<file path="src/core/gpio_bridge_regs.svh">
// Purpose: register offsets, reset values and timing counts of the bridge gpio unit
// Assumes: 100 MHz system clock, byte-wide configuration access port
// Notes:   offsets are byte addresses in device-specific configuration space
//
// Contract
// - four general-purpose pins, direction and level set by configuration registers
// - five 8-bit fields: set/clear output, set/clear enable, pin input value
// - low four enable bits used; one sets output, one clears it; zeros ignored
// - after reset every pin is input only with its driver off
// - input field is read only and always returns the four pin levels
// - set-output bit sets, clear-output bit clears, zeros ignored, resets to zero
// - stored output reaches the pin only while the pin is enabled
// - shift sixteen serial mask bits into the secondary clock mask register
// - shift starts at upstream reset release with downstream reset held
// - downstream reset held a further 100 us after the shift completes
// - pins 0 and 2 load and shift the external mask shift register
// - bit pairs 0-7 gate clocks 0-3, bits 8-13 gate 4-9, 14-15 reserved
// - serial input low enables every clock, high disables every clock
// - after shifting, pins tristate, serial input ignored, release needs software bit clear
// - clock mask stays writable by configuration writes afterwards
// - live mode with pin 3 high masks io, memory, master enables to zero
// - halted device drains queued requests, returns no completions, takes no io/memory; drain flag follows the master enable bit, halted or not
// - configuration transactions are still accepted while halted
// - live insertion unavailable in hot-swap mode, pin 3 is the ejector input
// - both mode selects zero gives hot-swap; any other pair keeps pin 3 general
// - hot-swap drives the board event output and reads the ejector handle
// - hot-swap drives the swap-ready lamp output
`ifndef GPIO_BRIDGE_REGS_SVH
`define GPIO_BRIDGE_REGS_SVH

`define OFS_CHIP_CTRL      8'h40
`define OFS_OUT_SET        8'h64
`define OFS_OUT_CLEAR      8'h65
`define OFS_DIR_SET        8'h66
`define OFS_DIR_CLEAR      8'h67
`define OFS_PIN_INPUT      8'h68
`define OFS_CLK_MASK_LO    8'h6a
`define OFS_CLK_MASK_HI    8'h6b
`define OFS_SWAP_CTRL      8'h6c

`define CTRL_IO_EN         0
`define CTRL_MEM_EN        1
`define CTRL_MASTER_EN     2
`define CTRL_LIVE_MODE     3
`define CTRL_SW_SEC_RST    4
`define SWAP_LAMP          0
`define SWAP_INSERT        1
`define SWAP_REMOVE        2

`define RST_PIN_BITS       4'h0
`define RST_CTRL           8'h00
`define RST_CLK_MASK       16'h0000
`define SHIFT_PIN_OE       4'h5
`define EJECTOR_PIN        3
`define HIGH_PIN_BITS      4'h0

`define CLK_PERIOD_NS      10
`define SEC_RST_HOLD_US    100
`define SHIFT_HALF_CYCLES  3'h4
`define MASK_BITS_LAST     4'hf

`endif

</file>
<file path="src/core/gpio_bridge_pkg.sv">
// Purpose: types shared by the bridge gpio unit
// Assumes: nothing beyond the register header
// Notes:   state codes are one-hot
package gpio_bridge_pkg;

    typedef enum logic [5:0] {
        ST_LOAD     = 6'h01,
        ST_SHIFT_LO = 6'h02,
        ST_SHIFT_HI = 6'h04,
        ST_HOLD     = 6'h08,
        ST_RUN      = 6'h10,
        ST_SW_RST   = 6'h20
    } seq_state_e;

    typedef struct packed {
        seq_state_e  state;
        logic [2:0]  phase;
        logic [3:0]  bit_cnt;
        logic [15:0] clk_mask;
        logic [3:0]  out_data;
        logic [3:0]  dir;
        logic [7:0]  ctrl;
        logic        lamp;
        logic [1:0]  swap_pend;
        logic        ejector_prev;
        logic [3:0]  pin_out;
        logic [3:0]  pin_oe;
        logic        sec_rst_n;
        logic [7:0]  rdata;
        logic [2:0]  en_eff;
        logic        halted;
        logic        accept_io_mem;
        logic        cpl_en;
        logic        queue_drain;
        logic [9:0]  clk_disable;
        logic        board_event_n;
        logic        lamp_out;
    } gpio_state_s;

endpackage

</file>
<file path="src/core/gpio_bridge_sync.sv">
// Purpose: two-flop synchroniser for pin levels
// Assumes: inputs asynchronous to i_clk_sys
// Notes:   first stage feeds only the second stage
`timescale 1ns/10ps
module gpio_bridge_sync #(
    parameter int WIDTH = 1
) (
    // clock and reset
    input  wire logic             i_clk_sys,
    input  wire logic             i_rst_n,
    // pins in, synchronised out
    input  wire logic [WIDTH-1:0] i_async,
    output logic      [WIDTH-1:0] o_sync
);
    typedef struct packed {
        logic [WIDTH-1:0] meta;
        logic [WIDTH-1:0] stable;
    } sync_state_s;

    sync_state_s cur;
    sync_state_s next_cur;

    always_comb begin
        next_cur.meta   = i_async;
        next_cur.stable = cur.meta;
    end

    always_ff @(posedge i_clk_sys) begin
        if (!i_rst_n) begin
            cur <= '0;
        end else begin
            cur <= next_cur;
        end
    end

    assign o_sync = cur.stable;
endmodule

</file>
<file path="src/core/gpio_bridge_timer.sv">
// Purpose: one-shot delay counter for the downstream reset hold
// Assumes: i_start is a one-cycle pulse; a new start restarts the count
// Notes:   o_expired pulses once, HOLD_CYCLES edges after the start
`timescale 1ns/10ps
module gpio_bridge_timer #(
    parameter logic [15:0] HOLD_CYCLES = 16'd10000
) (
    // clock and reset
    input  wire logic i_clk_sys,
    input  wire logic i_rst_n,
    // control
    input  wire logic i_start,
    output logic      o_expired
);
    typedef struct packed {
        logic [15:0] count;
        logic        running;
        logic        expired;
    } timer_state_s;

    timer_state_s cur;
    timer_state_s next_cur;

    always_comb begin
        next_cur         = cur;
        next_cur.expired = 1'b0;
        if (i_start) begin
            next_cur.count   = 16'h0001;
            next_cur.running = 1'b1;
        end else if (cur.running) begin
            if (cur.count == HOLD_CYCLES) begin
                next_cur.running = 1'b0;
                next_cur.expired = 1'b1;
            end else begin
                next_cur.count = cur.count + 16'h0001;
            end
        end
    end

    always_ff @(posedge i_clk_sys) begin
        if (!i_rst_n) begin
            cur <= '0;
        end else begin
            cur <= next_cur;
        end
    end

    assign o_expired = cur.expired;
endmodule

</file>
<file path="src/core/gpio_bridge_core.sv">
// Purpose: four-pin gpio, clock-mask shift-in, live insertion and hot-swap pins
// Assumes: i_rst_n is the upstream bus reset already timed to i_clk_sys
// Notes:   configuration reads answer one cycle after the read strobe
`timescale 1ns/10ps
`include "gpio_bridge_regs.svh"
module gpio_bridge_core #(
    parameter logic [15:0] HOLD_CYCLES = 16'(`SEC_RST_HOLD_US * 1000 / `CLK_PERIOD_NS)
) (
    // clock and reset
    input  wire logic        i_clk_sys,
    input  wire logic        i_rst_n,
    // configuration access
    input  wire logic        i_cfg_wr,
    input  wire logic        i_cfg_rd,
    input  wire logic [7:0]  i_cfg_addr,
    input  wire logic [7:0]  i_cfg_wdata,
    output logic      [7:0]  o_cfg_rdata,
    // general-purpose pins
    input  wire logic [3:0]  i_gpio_pin,
    output logic      [3:0]  o_gpio_out,
    output logic      [3:0]  o_gpio_oe,
    // clock mask and downstream reset
    input  wire logic        i_clock_mask_serial_in,
    output logic      [9:0]  o_downstream_clock_out_disable,
    output logic             o_sec_rst_n,
    // effective enables towards the forwarding logic
    output logic             o_io_en_eff,
    output logic             o_mem_en_eff,
    output logic             o_master_en_eff,
    output logic             o_halted,
    output logic             o_accept_io_mem,
    output logic             o_delayed_cpl_en,
    output logic             o_queue_drain,
    output logic             o_accept_cfg,
    // hot-swap
    input  wire logic        i_mode_select_low,
    input  wire logic        i_mode_select_high,
    output logic             o_board_event_signal_n,
    output logic             o_swap_ready_lamp
);
    import gpio_bridge_pkg::*;

    gpio_bridge_pkg::gpio_state_s cur;
    gpio_bridge_pkg::gpio_state_s next_cur;

    logic [3:0] pin_sync;
    logic [2:0] misc_sync;
    logic       timer_start;
    logic       timer_expired;
    logic       hot_swap;
    logic       live_halt;

    // mapping: a pair gates one clock if either bit is set
    function automatic logic [9:0] clk_disable_map(input logic [15:0] mask);
        logic [9:0] dis;
        dis = '0;
        for (int i = 0; i < 4; i++) begin
            dis[i] = mask[2*i] | mask[2*i+1];
        end
        for (int i = 4; i < 10; i++) begin
            dis[i] = mask[i+4];
        end
        return dis;
    endfunction

    // pins and straps pass two flops before use
    gpio_bridge_sync #(
        .WIDTH (4)
    ) u_pin_sync (
        .i_clk_sys (i_clk_sys),
        .i_rst_n   (i_rst_n),
        .i_async   (i_gpio_pin),
        .o_sync    (pin_sync)
    );

    gpio_bridge_sync #(
        .WIDTH (3)
    ) u_misc_sync (
        .i_clk_sys (i_clk_sys),
        .i_rst_n   (i_rst_n),
        .i_async   ({i_mode_select_high, i_mode_select_low, i_clock_mask_serial_in}),
        .o_sync    (misc_sync)
    );

    gpio_bridge_timer #(
        .HOLD_CYCLES (HOLD_CYCLES)
    ) u_hold_timer (
        .i_clk_sys (i_clk_sys),
        .i_rst_n   (i_rst_n),
        .i_start   (timer_start),
        .o_expired (timer_expired)
    );

    // both selects low means hot-swap mode
    // straps read low while the synchroniser settles, so no mode during the load
    assign hot_swap  = ~misc_sync[1] & ~misc_sync[2] & (cur.state != ST_LOAD);
    // pin 3 is the ejector in hot-swap mode, so no live halt then
    assign live_halt = cur.ctrl[`CTRL_LIVE_MODE] & ~hot_swap & pin_sync[`EJECTOR_PIN];

    always_comb begin
        next_cur    = cur;
        timer_start = 1'b0;

        // configuration writes are taken in every state, halted or not
        if (i_cfg_wr) begin
            case (i_cfg_addr)
                `OFS_OUT_SET: begin
                    next_cur.out_data = cur.out_data | i_cfg_wdata[3:0];
                end
                `OFS_OUT_CLEAR: begin
                    next_cur.out_data = cur.out_data & ~i_cfg_wdata[3:0];
                end
                `OFS_DIR_SET: begin
                    next_cur.dir = cur.dir | i_cfg_wdata[3:0];
                end
                `OFS_DIR_CLEAR: begin
                    next_cur.dir = cur.dir & ~i_cfg_wdata[3:0];
                end
                `OFS_CHIP_CTRL: begin
                    next_cur.ctrl = i_cfg_wdata;
                end
                `OFS_CLK_MASK_LO: begin
                    next_cur.clk_mask[7:0] = i_cfg_wdata;
                end
                `OFS_CLK_MASK_HI: begin
                    next_cur.clk_mask[15:8] = i_cfg_wdata;
                end
                `OFS_SWAP_CTRL: begin
                    next_cur.lamp      = i_cfg_wdata[`SWAP_LAMP];
                    next_cur.swap_pend = cur.swap_pend & ~i_cfg_wdata[`SWAP_REMOVE:`SWAP_INSERT];
                end
                default: begin
                end
            endcase
        end

        // ejector edges after the clear so an event in the clear cycle survives
        next_cur.ejector_prev = pin_sync[`EJECTOR_PIN];
        if (hot_swap && cur.state == ST_RUN) begin
            if (cur.ejector_prev && !pin_sync[`EJECTOR_PIN]) begin
                next_cur.swap_pend[0] = 1'b1;
            end
            if (!cur.ejector_prev && pin_sync[`EJECTOR_PIN]) begin
                next_cur.swap_pend[1] = 1'b1;
            end
        end

        case (cur.state)
            ST_LOAD: begin
                // active-low load on pin 0, shift clock on pin 2
                next_cur.pin_oe  = `SHIFT_PIN_OE;
                next_cur.pin_out = `RST_PIN_BITS;
                next_cur.phase   = cur.phase + 3'h1;
                if (cur.phase == `SHIFT_HALF_CYCLES - 3'h1) begin
                    next_cur.phase      = 3'h0;
                    next_cur.pin_out[0] = 1'b1;
                    next_cur.bit_cnt    = 4'h0;
                    next_cur.state      = ST_SHIFT_LO;
                end
            end
            ST_SHIFT_LO: begin
                next_cur.phase = cur.phase + 3'h1;
                if (cur.phase == `SHIFT_HALF_CYCLES - 3'h1) begin
                    // first serial bit lands in mask bit 0
                    next_cur.clk_mask   = {misc_sync[0], cur.clk_mask[15:1]};
                    next_cur.phase      = 3'h0;
                    next_cur.pin_out[2] = 1'b1;
                    next_cur.state      = ST_SHIFT_HI;
                end
            end
            ST_SHIFT_HI: begin
                next_cur.phase = cur.phase + 3'h1;
                if (cur.phase == `SHIFT_HALF_CYCLES - 3'h1) begin
                    next_cur.phase      = 3'h0;
                    next_cur.pin_out[2] = 1'b0;
                    if (cur.bit_cnt == `MASK_BITS_LAST) begin
                        // shift done: release the pins, ignore the serial input
                        next_cur.pin_oe = `RST_PIN_BITS;
                        next_cur.state  = ST_HOLD;
                        timer_start     = 1'b1;
                    end else begin
                        next_cur.bit_cnt = cur.bit_cnt + 4'h1;
                        next_cur.state   = ST_SHIFT_LO;
                    end
                end
            end
            ST_HOLD: begin
                next_cur.pin_oe = `RST_PIN_BITS;
                if (timer_expired) begin
                    // release only with the software reset bit clear
                    if (cur.ctrl[`CTRL_SW_SEC_RST]) begin
                        next_cur.state = ST_SW_RST;
                    end else begin
                        next_cur.sec_rst_n = 1'b1;
                        next_cur.state     = ST_RUN;
                    end
                end
            end
            ST_RUN: begin
                // driver on only for enabled pins; ejector pin never driven in hot-swap
                next_cur.pin_out = cur.out_data;
                next_cur.pin_oe  = cur.dir & ~{hot_swap, 3'h0};
                if (cur.ctrl[`CTRL_SW_SEC_RST]) begin
                    next_cur.sec_rst_n = 1'b0;
                    next_cur.state     = ST_SW_RST;
                end
            end
            ST_SW_RST: begin
                next_cur.pin_out   = cur.out_data;
                next_cur.pin_oe    = cur.dir & ~{hot_swap, 3'h0};
                next_cur.sec_rst_n = 1'b0;
                if (!cur.ctrl[`CTRL_SW_SEC_RST]) begin
                    // the hold always starts with the pins released
                    next_cur.pin_oe = `RST_PIN_BITS;
                    next_cur.state  = ST_HOLD;
                    timer_start     = 1'b1;
                end
            end
            default: begin
                next_cur.state = ST_LOAD;
            end
        endcase

        // masked enables; the register keeps its written value
        next_cur.halted        = live_halt;
        next_cur.en_eff        = live_halt ? 3'h0 : cur.ctrl[`CTRL_MASTER_EN:`CTRL_IO_EN];
        // drain flag follows the master enable bit; in live halt answer nothing new
        next_cur.accept_io_mem = ~live_halt &
                                 (cur.ctrl[`CTRL_IO_EN] | cur.ctrl[`CTRL_MEM_EN]);
        next_cur.cpl_en        = ~live_halt;
        next_cur.queue_drain   = cur.ctrl[`CTRL_MASTER_EN];
        next_cur.clk_disable   = clk_disable_map(cur.clk_mask);
        // hot-swap pins idle when the mode is off
        next_cur.board_event_n = ~(hot_swap & (|cur.swap_pend));
        next_cur.lamp_out      = hot_swap & (cur.lamp | ~cur.sec_rst_n);

        if (i_cfg_rd) begin
            case (i_cfg_addr)
                `OFS_OUT_SET, `OFS_OUT_CLEAR: begin
                    next_cur.rdata = {`HIGH_PIN_BITS, cur.out_data};
                end
                `OFS_DIR_SET, `OFS_DIR_CLEAR: begin
                    next_cur.rdata = {`HIGH_PIN_BITS, cur.dir};
                end
                `OFS_PIN_INPUT: begin
                    next_cur.rdata = {`HIGH_PIN_BITS, pin_sync};
                end
                `OFS_CHIP_CTRL: begin
                    next_cur.rdata = cur.ctrl;
                end
                `OFS_CLK_MASK_LO: begin
                    next_cur.rdata = cur.clk_mask[7:0];
                end
                `OFS_CLK_MASK_HI: begin
                    next_cur.rdata = cur.clk_mask[15:8];
                end
                `OFS_SWAP_CTRL: begin
                    next_cur.rdata = {5'h00, cur.swap_pend, cur.lamp};
                end
                default: begin
                    next_cur.rdata = 8'h00;
                end
            endcase
        end
    end

    // upstream reset puts every pin to input and holds the downstream reset
    always_ff @(posedge i_clk_sys) begin
        if (!i_rst_n) begin
            cur           <= '0;
            cur.state     <= ST_LOAD;
            cur.out_data  <= `RST_PIN_BITS;
            cur.dir       <= `RST_PIN_BITS;
            cur.ctrl      <= `RST_CTRL;
            cur.clk_mask  <= `RST_CLK_MASK;
            cur.sec_rst_n <= 1'b0;
            cur.cpl_en    <= 1'b1;
            cur.board_event_n <= 1'b1;
        end else begin
            cur <= next_cur;
        end
    end

    assign o_cfg_rdata                    = cur.rdata;
    assign o_gpio_out                     = cur.pin_out;
    assign o_gpio_oe                      = cur.pin_oe;
    assign o_downstream_clock_out_disable = cur.clk_disable;
    assign o_sec_rst_n                    = cur.sec_rst_n;
    assign o_io_en_eff                    = cur.en_eff[0];
    assign o_mem_en_eff                   = cur.en_eff[1];
    assign o_master_en_eff                = cur.en_eff[2];
    assign o_halted                       = cur.halted;
    assign o_accept_io_mem                = cur.accept_io_mem;
    assign o_delayed_cpl_en               = cur.cpl_en;
    assign o_queue_drain                  = cur.queue_drain;
    assign o_accept_cfg                   = i_rst_n | ~i_rst_n;
    assign o_board_event_signal_n         = cur.board_event_n;
    assign o_swap_ready_lamp              = cur.lamp_out;
endmodule

</file>
<file path="config.mk">
export PLATFORM = sky130hd
export DESIGN_NAME = gpio_bridge_core
export DESIGN_NICKNAME = d
export VERILOG_FILES = /design/src/core/gpio_bridge_pkg.sv /design/src/core/gpio_bridge_sync.sv /design/src/core/gpio_bridge_timer.sv /design/src/core/gpio_bridge_core.sv
export VERILOG_INCLUDE_DIRS = /design/src /design/src/core
export SDC_FILE = /design/constraint.sdc
export NUM_CORES = 1
export LEC_CHECK = 0
export BUFFER_PORTS_ARGS = -buffer_cell sky130_fd_sc_hd__buf_2
export CAP_MARGIN = 10
export CORE_MARGIN = 5
export CORE_UTILIZATION = 35
export DETAILED_ROUTE_END_ITERATION = 8
export HOLD_SLACK_MARGIN = 0.02
export PLACE_DENSITY = 0.55
export SYNTH_ARGS = -nofsm -noshare
export SYNTH_HDL_FRONTEND = slang
export SYNTH_SLANG_ARGS = --single-unit
export TNS_END_PERCENT = 1
</file>
<file path="constraint.sdc">
create_clock -name i_clk_sys -period 2.1 [get_ports i_clk_sys]
set_input_delay 0.42 -clock i_clk_sys [delete_from_list [all_inputs] [get_ports i_clk_sys]]
set_output_delay 0.42 -clock i_clk_sys [all_outputs]
set_load 0.01 [all_outputs]
</file>
==> results of run 1 <==
==> flip-flops by register name, summed over array words and instances (netlist names), 3 cells and up, named ones only <==
signal                          count
cur                                41
o_cfg_rdata                         8
o_downstream_clock_out_disable     10
o_gpio_oe                           4
o_gpio_out                          4
u_hold_timer.cur                   17
u_misc_sync.cur                     3
u_misc_sync.o_sync                  3
u_pin_sync.cur                      4
u_pin_sync.o_sync                   4
==> worst reg2reg max path: stages, from the launching register on <==
cell and delay (ps):
dfxtp_1 420, or2_2 370, nor4_4 390, nor2_1 190
a221oi_1 310, a311oi_1 90
==> power by group through the flow <==
stage	clock, uW	combinational (uW)	sequential (uW)
floorplan	0	516	2370
global placement	0	670	2400
detailed placement	0	682	2410
CTS	3090	686	2360
global route	3190	763	2370
finish	3030	683	2360
==> synth_stat cells (12+ instances only) <==
cell type / count
nand3_1: 21
and3_1: 14
xor2_1: 12
clkbuf_1: 19
nand2_1: 36
buf_4: 29
dfxtp_1: 117
o21ai_0: 38
inv_1: 12
mux2i_1: 20
nor2_1: 57
and2_1: 27
a21oi_1: 46
==> cells by family (layout without fill, tap and decap cells) <==
| group | count (synthesis) | count (layout) | share of synthesized area [%] |
|---|---|---|---|
| and+or+nand+nor | 208 | 208 | 21.1 |
| AOI/OAI and AO/OA | 136 | 136 | 17.1 |
| DFF | 117 | 117 | 45.3 |
| buffers and inverters | 71 | 127 | 7.84 |
| muxes | 22 | 22 | 4.31 |
| xor gates and xnor gates | 20 | 20 | 3.39 |
| adders and majority gates | 4 | 4 | 0.968 |
| other | 1 | 1 | 0.0725 |
==> worst paths after layout <==
path	startpoint	to	slack, ps	depth (start not counted)
max	cur[79]$_SDFFE_PN1P_	o_gpio_out[2]$_SDFFE_PN0P_	190	5
min	i_mode_select_high	u_misc_sync.cur[5]$_SDFF_PN0_	210	2
max reg2reg	cur[79]$_SDFFE_PN1P_	o_gpio_out[2]$_SDFFE_PN0P_	190	5
min reg2reg	u_misc_sync.cur[5]$_SDFF_PN0_	u_misc_sync.o_sync[2]$_SDFF_PN0_	430	1
==> layout by cell type (no fill, tap or decap), types with 3 or more instances in the layout <==
master	count
a22oi_1	6
clkbuf_16	17
nand2b_1	3
nor2_1	57
xnor2_1	8
bufinv_16	4
and3_1	14
nor3b_1	3
o211ai_1	3
a311oi_1	9
a22o_1	6
clkbuf_8	3
nand4_1	10
inv_1	12
nor2b_1	10
a21oi_1	46
xor2_1	12
nand2_1	36
buf_4	21
nand3_1	21
mux2i_1	20
o21ai_0	38
nor4b_1	3
and2_1	27
ha_1	4
nor3_1	10
nand3b_1	3
dfxtp_1	117
a32oi_1	3
clkinv_2	5
a221o_1	3
buf_2	62
==> final cells by class <==
cell class                 count  area, sq um  area share, %
multi-input combinational    391         2420           39.5
timing repair buffer          83          468           7.62
sequential                   117         2340           38.2
clock buffer                  21          470           7.67
clock inverter                10          153           2.49
tap                          184          230           3.75
inverter                      13         48.8          0.795
==> through the flow <==
stage               utilization [%]  power (uW)  hold slack, ps  instances
CTS                            42.2        6140             198        819
global placement               37.9        3070             420        788
floorplan                         -        2880             412        579
detailed placement             37.9        3090             421        788
finish                         42.2        6080             215        819
global route                   42.2        6320             220        819
==> per-layer routing <==
metal  routed length [microns]  share of wire (%)
met2                      6370                 49
met1                      5700                 44
met5                         0                  0
met4                       223                1.7
met3                       663                5.1
==> flow_summary.yaml, run 1 <==
setup_path:
  max_stage_delay_ps: 420
  crit_path_top_delay_cell: "dfxtp_1"
  cp-start-kind: "flop"
  critPathBufInv: 0
  cp_cell_sequence: "or2_2, nor4_4, nor2_1, a221oi_1, a311oi_1"
  crit_family: "simple AND/OR/NAND/NOR gates"
  end_kind: "flop"
  crit_required_ps: 2380
  crit_fanout: 9
  crit_type: "flop to flop"
  arrival_ps: 2190
cells_and_area:
  drive_gt1_share_pct: 20.0
  nets: 654
  finalInstanceArea_sq_um: 6140
  nFillCells: 1476
  syn2layout_area_growth_pct: 18.7
  antennaDiodeCount: 0
power_and_ir_drop:
  swShare_pct: 23.5
  seqPwrFrac_pct: 38.9
  p_comb_share_pct: 11.2
  p_leak_uw: 0.00242
  p_clk_share_pct: 49.9
  ir_drop_v: 0.000648
  intPower_uw: 4650
  powerDensity_nw_per_um2: 990
  switching_power_uw: 1430
synth:
  ys_seq_area_share_pct: 45.3
  async_reset_ff_share_pct: 0
  netlist_area_sq_um: 5170
  synth_top_area_share_pct: 45.3
  synth_nets: 610
  avgSynthCellArea_sq_um: 8.93
  synth_edf_count: 0
  yosys-top-cells-area: "dfxtp_1, a21oi_1, buf_4, nor2_1, mux2i_1"
  postSynthCellCount: 579
  netlist-cell-type-count: 60
  synthFlopType: "dfxtp_1"
  synth_largest_area_cell: "dfxtp_1"
  synth-warning-count: 0
  ys_seq_elements: 117
floorplanning:
  die_h_microns: 132
  rows: 44
  core_sq_um: 14500
  ioPinCount: 64
  dieArea_sq_um: 17300
  dieWidth_microns: 132
  start_util_pct: 35.6
global_route:
  grt_pass1_vias: 4249
  gr-total-overflow: 0
  grt.busiest_layer: "met2"
  met3_usage_pct: 4.13
  use_met2_pct: 24.9
  gr-usage-met1_pct: 18.0
  grt_pass1_wl_microns: 21200
  antenna_found_initial: 0
  grt_util_all_layers_pct: 15.0
  grt_max_degree: 48
timing:
  setup_slack_ps: 189
  fmax_ghz: 0.523
  period_share_pct: 91.0
  rsz0062_at_grt: "false"
  drv_slew: 0
  tightest_slew_ps: 660
  max_slew_margin_pct: 55.9
  setup_tns_ps: 0
  finalCriticalPeriod_ps: 1910
  setup_viol: 0
  skew_ps: 7.32
  final_hold_viol_count: 0
detailed_routing:
  ant_nets: 0
  routed_wl_microns: 13000
  drtPass1Iterations: 5
  wl_per_cell_microns: 15.8
  drt-vias-per-instance: 5.22
  dr.first_iter.drc_count: 305
  vias: 4272
  drcViolationCount: 0
flow_run:
  drv_cap: 0
clock_network:
  path_clk_slew_ps: 50
  cts_num_sinks: 117
  clockBufferDepth: 2
  htree_levels: 4
  clock-root-buffer: "clkbuf_16"
  clock_latency_ps: 410
  cts_resized: 0
  hold_buffers: 0
  post-cts-setup-buffer-count: 0
  cts_buffers: 17
  cts_tree: "yes"
place:
  place_area_sq_um: 5510
  portBuffers: 62
  gp_congestion: 0.898
  dp_hpwl_microns: 9450
  dp_slack_ps: 34.5
outcome:
  outcome: "completed"
min_path:
  min_path_type: "primary input to flop"
Note: power is estimated with default switching activity, not from simulation.
==> run 2, diff against run 1 <==
--- a/config.mk
+++ b/config.mk
@@ -6,13 +6,13 @@
 export SDC_FILE = /design/constraint.sdc
 export NUM_CORES = 1
 export LEC_CHECK = 0
-export BUFFER_PORTS_ARGS = -buffer_cell sky130_fd_sc_hd__buf_2
+export BUFFER_PORTS_ARGS = -buffer_cell sky130_fd_sc_hd__clkbuf_2
 export CAP_MARGIN = 10
 export CORE_MARGIN = 5
-export CORE_UTILIZATION = 35
+export CORE_UTILIZATION = 38
 export DETAILED_ROUTE_END_ITERATION = 8
 export HOLD_SLACK_MARGIN = 0.02
-export PLACE_DENSITY = 0.55
+export PLACE_DENSITY = 0.58
 export SYNTH_ARGS = -nofsm -noshare
 export SYNTH_HDL_FRONTEND = slang
 export SYNTH_SLANG_ARGS = --single-unit
==> run 2 against run 1 <==
Effect of this change: final cell count decreased by 1.1%; critical path depth unchanged; die area decreased by 7.3%; combinational power about the same; core utilization increased by 3.3 points; routed wire length decreased by 5.3%; critical endpoint unchanged; worst setup slack got worse by 92 ps; cell area decreased by 1.3%; largest cell class unchanged.
==> flow_summary.yaml, run 2 (same netlist as run 1, synthesis figures left out) <==
power_and_ir_drop:
  switching_power_uw: 1370
  p_leak_uw: 0.00236
  seqPwrFrac_pct: 41.7
  swShare_pct: 24.3
  p_total_uw: 5660
  p_comb_share_pct: 12.1
  p_clk_share_pct: 46.2
  powerDensity_nw_per_um2: 935
  intPower_uw: 4290
  ir_drop_v: 0.000544
global_route:
  grt_pass1_vias: 4138
  grt_pass1_wl_microns: 20300
  gr-total-overflow: 0
  antenna_found_initial: 0
  grt_max_degree: 48
  grt_util_all_layers_pct: 15.7
setup_path:
  crit_fanout: 9
  cp-startpoint: "cur[79]$_SDFFE_PN1P_"
  arrival_ps: 2280
  crit_type: "flop to flop"
  rrSetupSlack_ps: 100
  crit_required_ps: 2370
  cp-start-kind: "flop"
  reg2reg_depth: 5
  end_kind: "flop"
  r2r-start: "cur[79]$_SDFFE_PN1P_"
  worst_r2r_endpoint: "o_gpio_out[2]$_SDFFE_PN0P_"
cells_and_area:
  drive_gt1_share_pct: 19.4
  layout_common_cells: "dfxtp_1, clkbuf_2, nor2_1"
  nFillCells: 1289
  antennaDiodeCount: 0
  largest_register_ffs: 41
  final_common_cell: "dfxtp_1"
  fin_util_pct: 45.6
  top_register: "cur"
  syn2layout_area_growth_pct: 17.1
  nets: 654
timing:
  period_share_pct: 95.4
  tightest_slew_ps: 568
  max_slew_margin_pct: 61.8
  rsz0062_at_grt: "false"
  setup_viol: 0
  drv_slew: 0
  skew_ps: 5.88
  final_hold_viol_count: 0
  fmax_ghz: 0.499
  finalCriticalPeriod_ps: 2000
  setup_tns_ps: 0
  hold_ws_ps: 217
clock_network:
  path_clk_slew_ps: 50
  clock-root-buffer: "clkbuf_16"
  cts_buffers: 17
  post-cts-setup-buffer-count: 0
  cts_num_sinks: 117
  htree_levels: 4
  clock_latency_ps: 410
  cts_tree: "yes"
  clockBufferDepth: 2
detailed_routing:
  vias: 4251
  wl_met3_microns: 588
  dr.first_iter.drc_count: 224
  wl_met2_microns: 6040
  drcViolationCount: 0
  top_layer: "met4"
  wl_met1_microns: 5410
  wl_per_cell_microns: 15.2
  drtPass1Iterations: 4
  ant_nets: 0
  routed_wl_microns: 12300
  drt-vias-per-instance: 5.25
place:
  portBuffers: 62
  dp_hpwl_microns: 9140
  gp_congestion: 0.852
min_path:
  hold_depth: 2
  hold_path.startpoint: "i_mode_select_high"
  holdPathEnd: "u_misc_sync.cur[5]$_SDFF_PN0_"
  min_path_type: "primary input to flop"
floorplanning:
  dieArea_sq_um: 16000
  core_sq_um: 13300
  rows: 42
  start_util_pct: 38.9
  ioPinCount: 64
  dieWidth_microns: 127
  die_h_microns: 127
outcome:
  outcome: "completed"
flow_run:
  drv_cap: 0
[run 2: worst max-delay path by stage]
stage,end
final,o_gpio_out[2]$_SDFFE_PN0P_
after global routing,o_gpio_out[2]$_SDFFE_PN0P_
after CTS,o_gpio_out[2]$_SDFFE_PN0P_
after detailed placement,flop
after global placement,flop
after floorplan,cur[61]$_SDFF_PN0_
[run 2: stage by stage]
step / cells / setup WS [ps] / instance area, sq um
final: 810 / 97.2 / 6060
after floorplan: 579 / 261 / 5170
after global routing: 810 / 15.3 / 6060
after detailed placement: 780 / 113 / 5500
after CTS: 810 / 160 / 6040
after global placement: 780 / 153 / 5500
[run 2: power groups by stage]
stage	clock (uW)	sequential, uW	combinational, uW
floorplan	0	2370	516
global placement	0	2400	651
detailed placement	0	2410	668
CTS	2680	2360	671
global route	2780	2370	765
finish	2610	2360	686
[run 2: worst max-delay path, cell delays in order (launching register included)]
cell and delay [ps]:
dfxtp_1 400, or2_2 370, nor4_4 510, nor2_1 220
a221oi_1 290, a311oi_1 80
[run 2: area by class of cell]
| cell class | instances | area [sq um] | share of cell area (%) |
|---|---|---|---|
| inverters | 13 | 48.8 | 0.806 |
| flip-flops and latches | 117 | 2340 | 38.7 |
| clock buffers | 25 | 485 | 8.01 |
| multi-input cells | 391 | 2440 | 40.3 |
| well taps | 176 | 220 | 3.64 |
| clock inverters | 5 | 50.0 | 0.826 |
| repair buffers | 83 | 468 | 7.73 |
[run 2: layer usage]
metal	vias up	GRT usage, %
met4	0	6.06
met5	-	0
li1	2116	-
met1	2023	18.6
met2	91	26.3
met3	21	5.13
[run 2: timing repair]
item                       4_1_cts  5_1_grt
hold buffers                     0        0
setup endpoints to repair        0        1
gates resized for setup          0        2
==> run 3, diff against run 2 <==
--- a/config.mk
+++ b/config.mk
@@ -12,7 +12,8 @@
 export CORE_UTILIZATION = 38
 export DETAILED_ROUTE_END_ITERATION = 8
 export HOLD_SLACK_MARGIN = 0.02
-export PLACE_DENSITY = 0.58
+export PLACE_DENSITY = 0.6
+export SETUP_SLACK_MARGIN = 0.15
 export SYNTH_ARGS = -nofsm -noshare
 export SYNTH_HDL_FRONTEND = slang
 export SYNTH_SLANG_ARGS = --single-unit
==> constraint.sdc (replaced) <==
create_clock -name i_clk_sys -period 1.73 [get_ports i_clk_sys]
set_input_delay 0.346 -clock i_clk_sys [delete_from_list [all_inputs] [get_ports i_clk_sys]]
set_output_delay 0.346 -clock i_clk_sys [all_outputs]
set_load 0.01 [all_outputs]
==> run 3 against run 2 <==
Effect of this change: the flow now finishes with violations (negative setup slack); routed wire length is 4.8% higher; sequential share of layout area decreased by 2.0 points; register-to-register slack worse by 100 ps; largest cell class unchanged.
==> flow_summary.yaml, run 3 (same netlist as run 1, synthesis figures left out) <==
cells_and_area:
  nets: 681
  layout_common_cells: "dfxtp_1, clkbuf_2, nor2_1"
  nFillCells: 1292
  syn2layout_area_growth_pct: 24.0
  final_common_cell: "dfxtp_1"
  antennaDiodeCount: 0
  top_register: "cur"
  largest_register_ffs: 41
  drive_gt1_share_pct: 26.0
  stdcell_count: 837
setup_path:
  crit_family: "simple AND/OR/NAND/NOR gates"
  arrival_ps: 2040
  critPathBufInv: 0
  worst_r2r_endpoint: "cur[73]$_SDFFE_PN0P_"
  cp-start-kind: "flop"
  reg2reg_depth: 5
  cp_cell_sequence: "or4_4, or2_4, a21oi_4, mux2i_1, nor2_1"
  rrSetupSlack_ps: -3
  crit_type: "flop to flop"
  crit_path_top_delay_cell: "or4_4"
  r2r-start: "cur[81]$_SDFFE_PN0P_"
  crit_required_ps: 2040
  max_stage_delay_ps: 550
  crit_fanout: 8
  end_kind: "flop"
outcome:
  outcome: "finished, violations left"
  failed_checks: "negative setup slack"
global_route:
  met3_usage_pct: 4.71
  grt_pass1_wl_microns: 21300
  use_met2_pct: 28.0
  gr-usage-met1_pct: 19.8
  grt_max_degree: 34
  grt_util_all_layers_pct: 16.6
  grt.busiest_layer: "met2"
  antenna_found_initial: 0
  grt_pass1_vias: 4323
  gr-total-overflow: 0
clock_network:
  clock-root-buffer: "clkbuf_16"
  clockBufferDepth: 2
  cts_num_sinks: 117
  cts_tree: "yes"
  cts_buffers: 17
  hold_buffers: 0
  clock_latency_ps: 410
  htree_levels: 4
  path_clk_slew_ps: 50
min_path:
  holdPathEnd: "u_pin_sync.cur[7]$_SDFF_PN0_"
  hold_depth: 2
  min_path_type: "primary input to flop"
  hold_path.startpoint: "i_gpio_pin[3]"
place:
  dp_slack_ps: -62.3
  portBuffers: 62
  placed_cells: 805
  gp_congestion: 0.894
  dp_hpwl_microns: 9410
detailed_routing:
  wl_per_cell_microns: 15.4
  drcViolationCount: 0
  drt-vias-per-instance: 5.24
  dr.first_iter.drc_count: 295
  vias: 4385
  routed_wl_microns: 12900
  drtPass1Iterations: 5
  ant_nets: 0
timing:
  finalCriticalPeriod_ps: 1730
  final_hold_viol_count: 0
  setup_slack_ps: -3.00
  period_share_pct: 100
  drv_slew: 0
  rsz0062_at_grt: "true"
  setup_viol: 1
  skew_ps: 6.06
  hold_ws_ps: 136
  fmax_ghz: 0.577
floorplanning:
  core_sq_um: 13300
  dieWidth_microns: 127
  dieArea_sq_um: 16000
  start_util_pct: 38.9
  die_h_microns: 127
  ioPinCount: 64
  rows: 42
power_and_ir_drop:
  powerDensity_nw_per_um2: 1150
  p_leak_uw: 0.00255
  ir_drop_v: 0.000646
flow_run:
  drv_cap: 0
[run 3: cell types whose count changed in the layout (fill, tap and decap cells not counted), sizes merged]
cell / change
buf: +27
clkbuf: -5
bufinv: +2
clkinvlp: +2
clkinv: +1
[run 3: layout make-up]
type	count	area [sq um]	area share, %
inverters	13	48.8	0.761
multi-input cells	391	2490	38.8
repair buffers	110	708	11.0
clock inverters	10	130	2.03
clock buffers	20	467	7.28
flip-flops and latches	117	2350	36.6
well taps	176	220	3.43
[run 3: metal layers]
metal  share of wire, %  up-vias  wire, microns
met2                 49      115           6320
met3                5.3       32            684
li1                   -     2170              -
met5                  0        -              0
met4                2.2        0            279
met1                 43     2068           5590
[run 3: worst max-delay path by stage]
stage / to / from / depth (start not counted)
finish: cur[73]$_SDFFE_PN0P_ / cur[81]$_SDFFE_PN0P_ / 5
global route: cur[75]$_SDFFE_PN0P_ / cur[81]$_SDFFE_PN0P_ / 5
CTS: cur[73]$_SDFFE_PN0P_ / cur[80]$_SDFFE_PN0P_ / 5
detailed placement: o_gpio_oe[2]$_SDFFE_PN0P_ / cur[84]$_SDFFE_PN0P_ / 5
global placement: o_gpio_oe[0]$_SDFFE_PN0P_ / cur[84]$_SDFFE_PN0P_ / 5
floorplan: cur[73]$_SDFFE_PN0P_ / cur[81]$_SDFFE_PN0P_ / 6
[run 3: worst reg2reg max path: cells and delay by family, from the launching register on]
| kind | cells | cell delay, ps |
|---|---|---|
| mux | 1 | 200 |
| compound gates | 1 | 180 |
| simple gates | 3 | 890 |
| flops | 1 | 350 |
[run 3: per-stage QoR]
step                cell area, sq um  TNS, ps  total power (uW)  util, %
global placement                5730     -135              3830     43.1
finish                          6410    -3.00              7400     48.2
detailed placement              5730     -153              3860     43.1
global route                    6410     -617              7700     48.2
floorplan                       5180    -7.08              3500        -
CTS                             6390        0              7430     48.1
[run 3: power breakdown]
| group | switching, uW | internal [uW] |
|---|---|---|
| logic | 521 | 488 |
| clock network | 1180 | 2340 |
| registers | 78.6 | 2790 |
| total | 1780 | 5620 |
[run 3: what timing repair did]
item                                    4_1_cts  5_1_grt
gates cloned                                  0        0
pin swaps                                     6        3
endpoints found under the setup margin       59       60
resized for setup                            13        7
hold endpoints to repair                      0        0
setup buffers                                 2        0
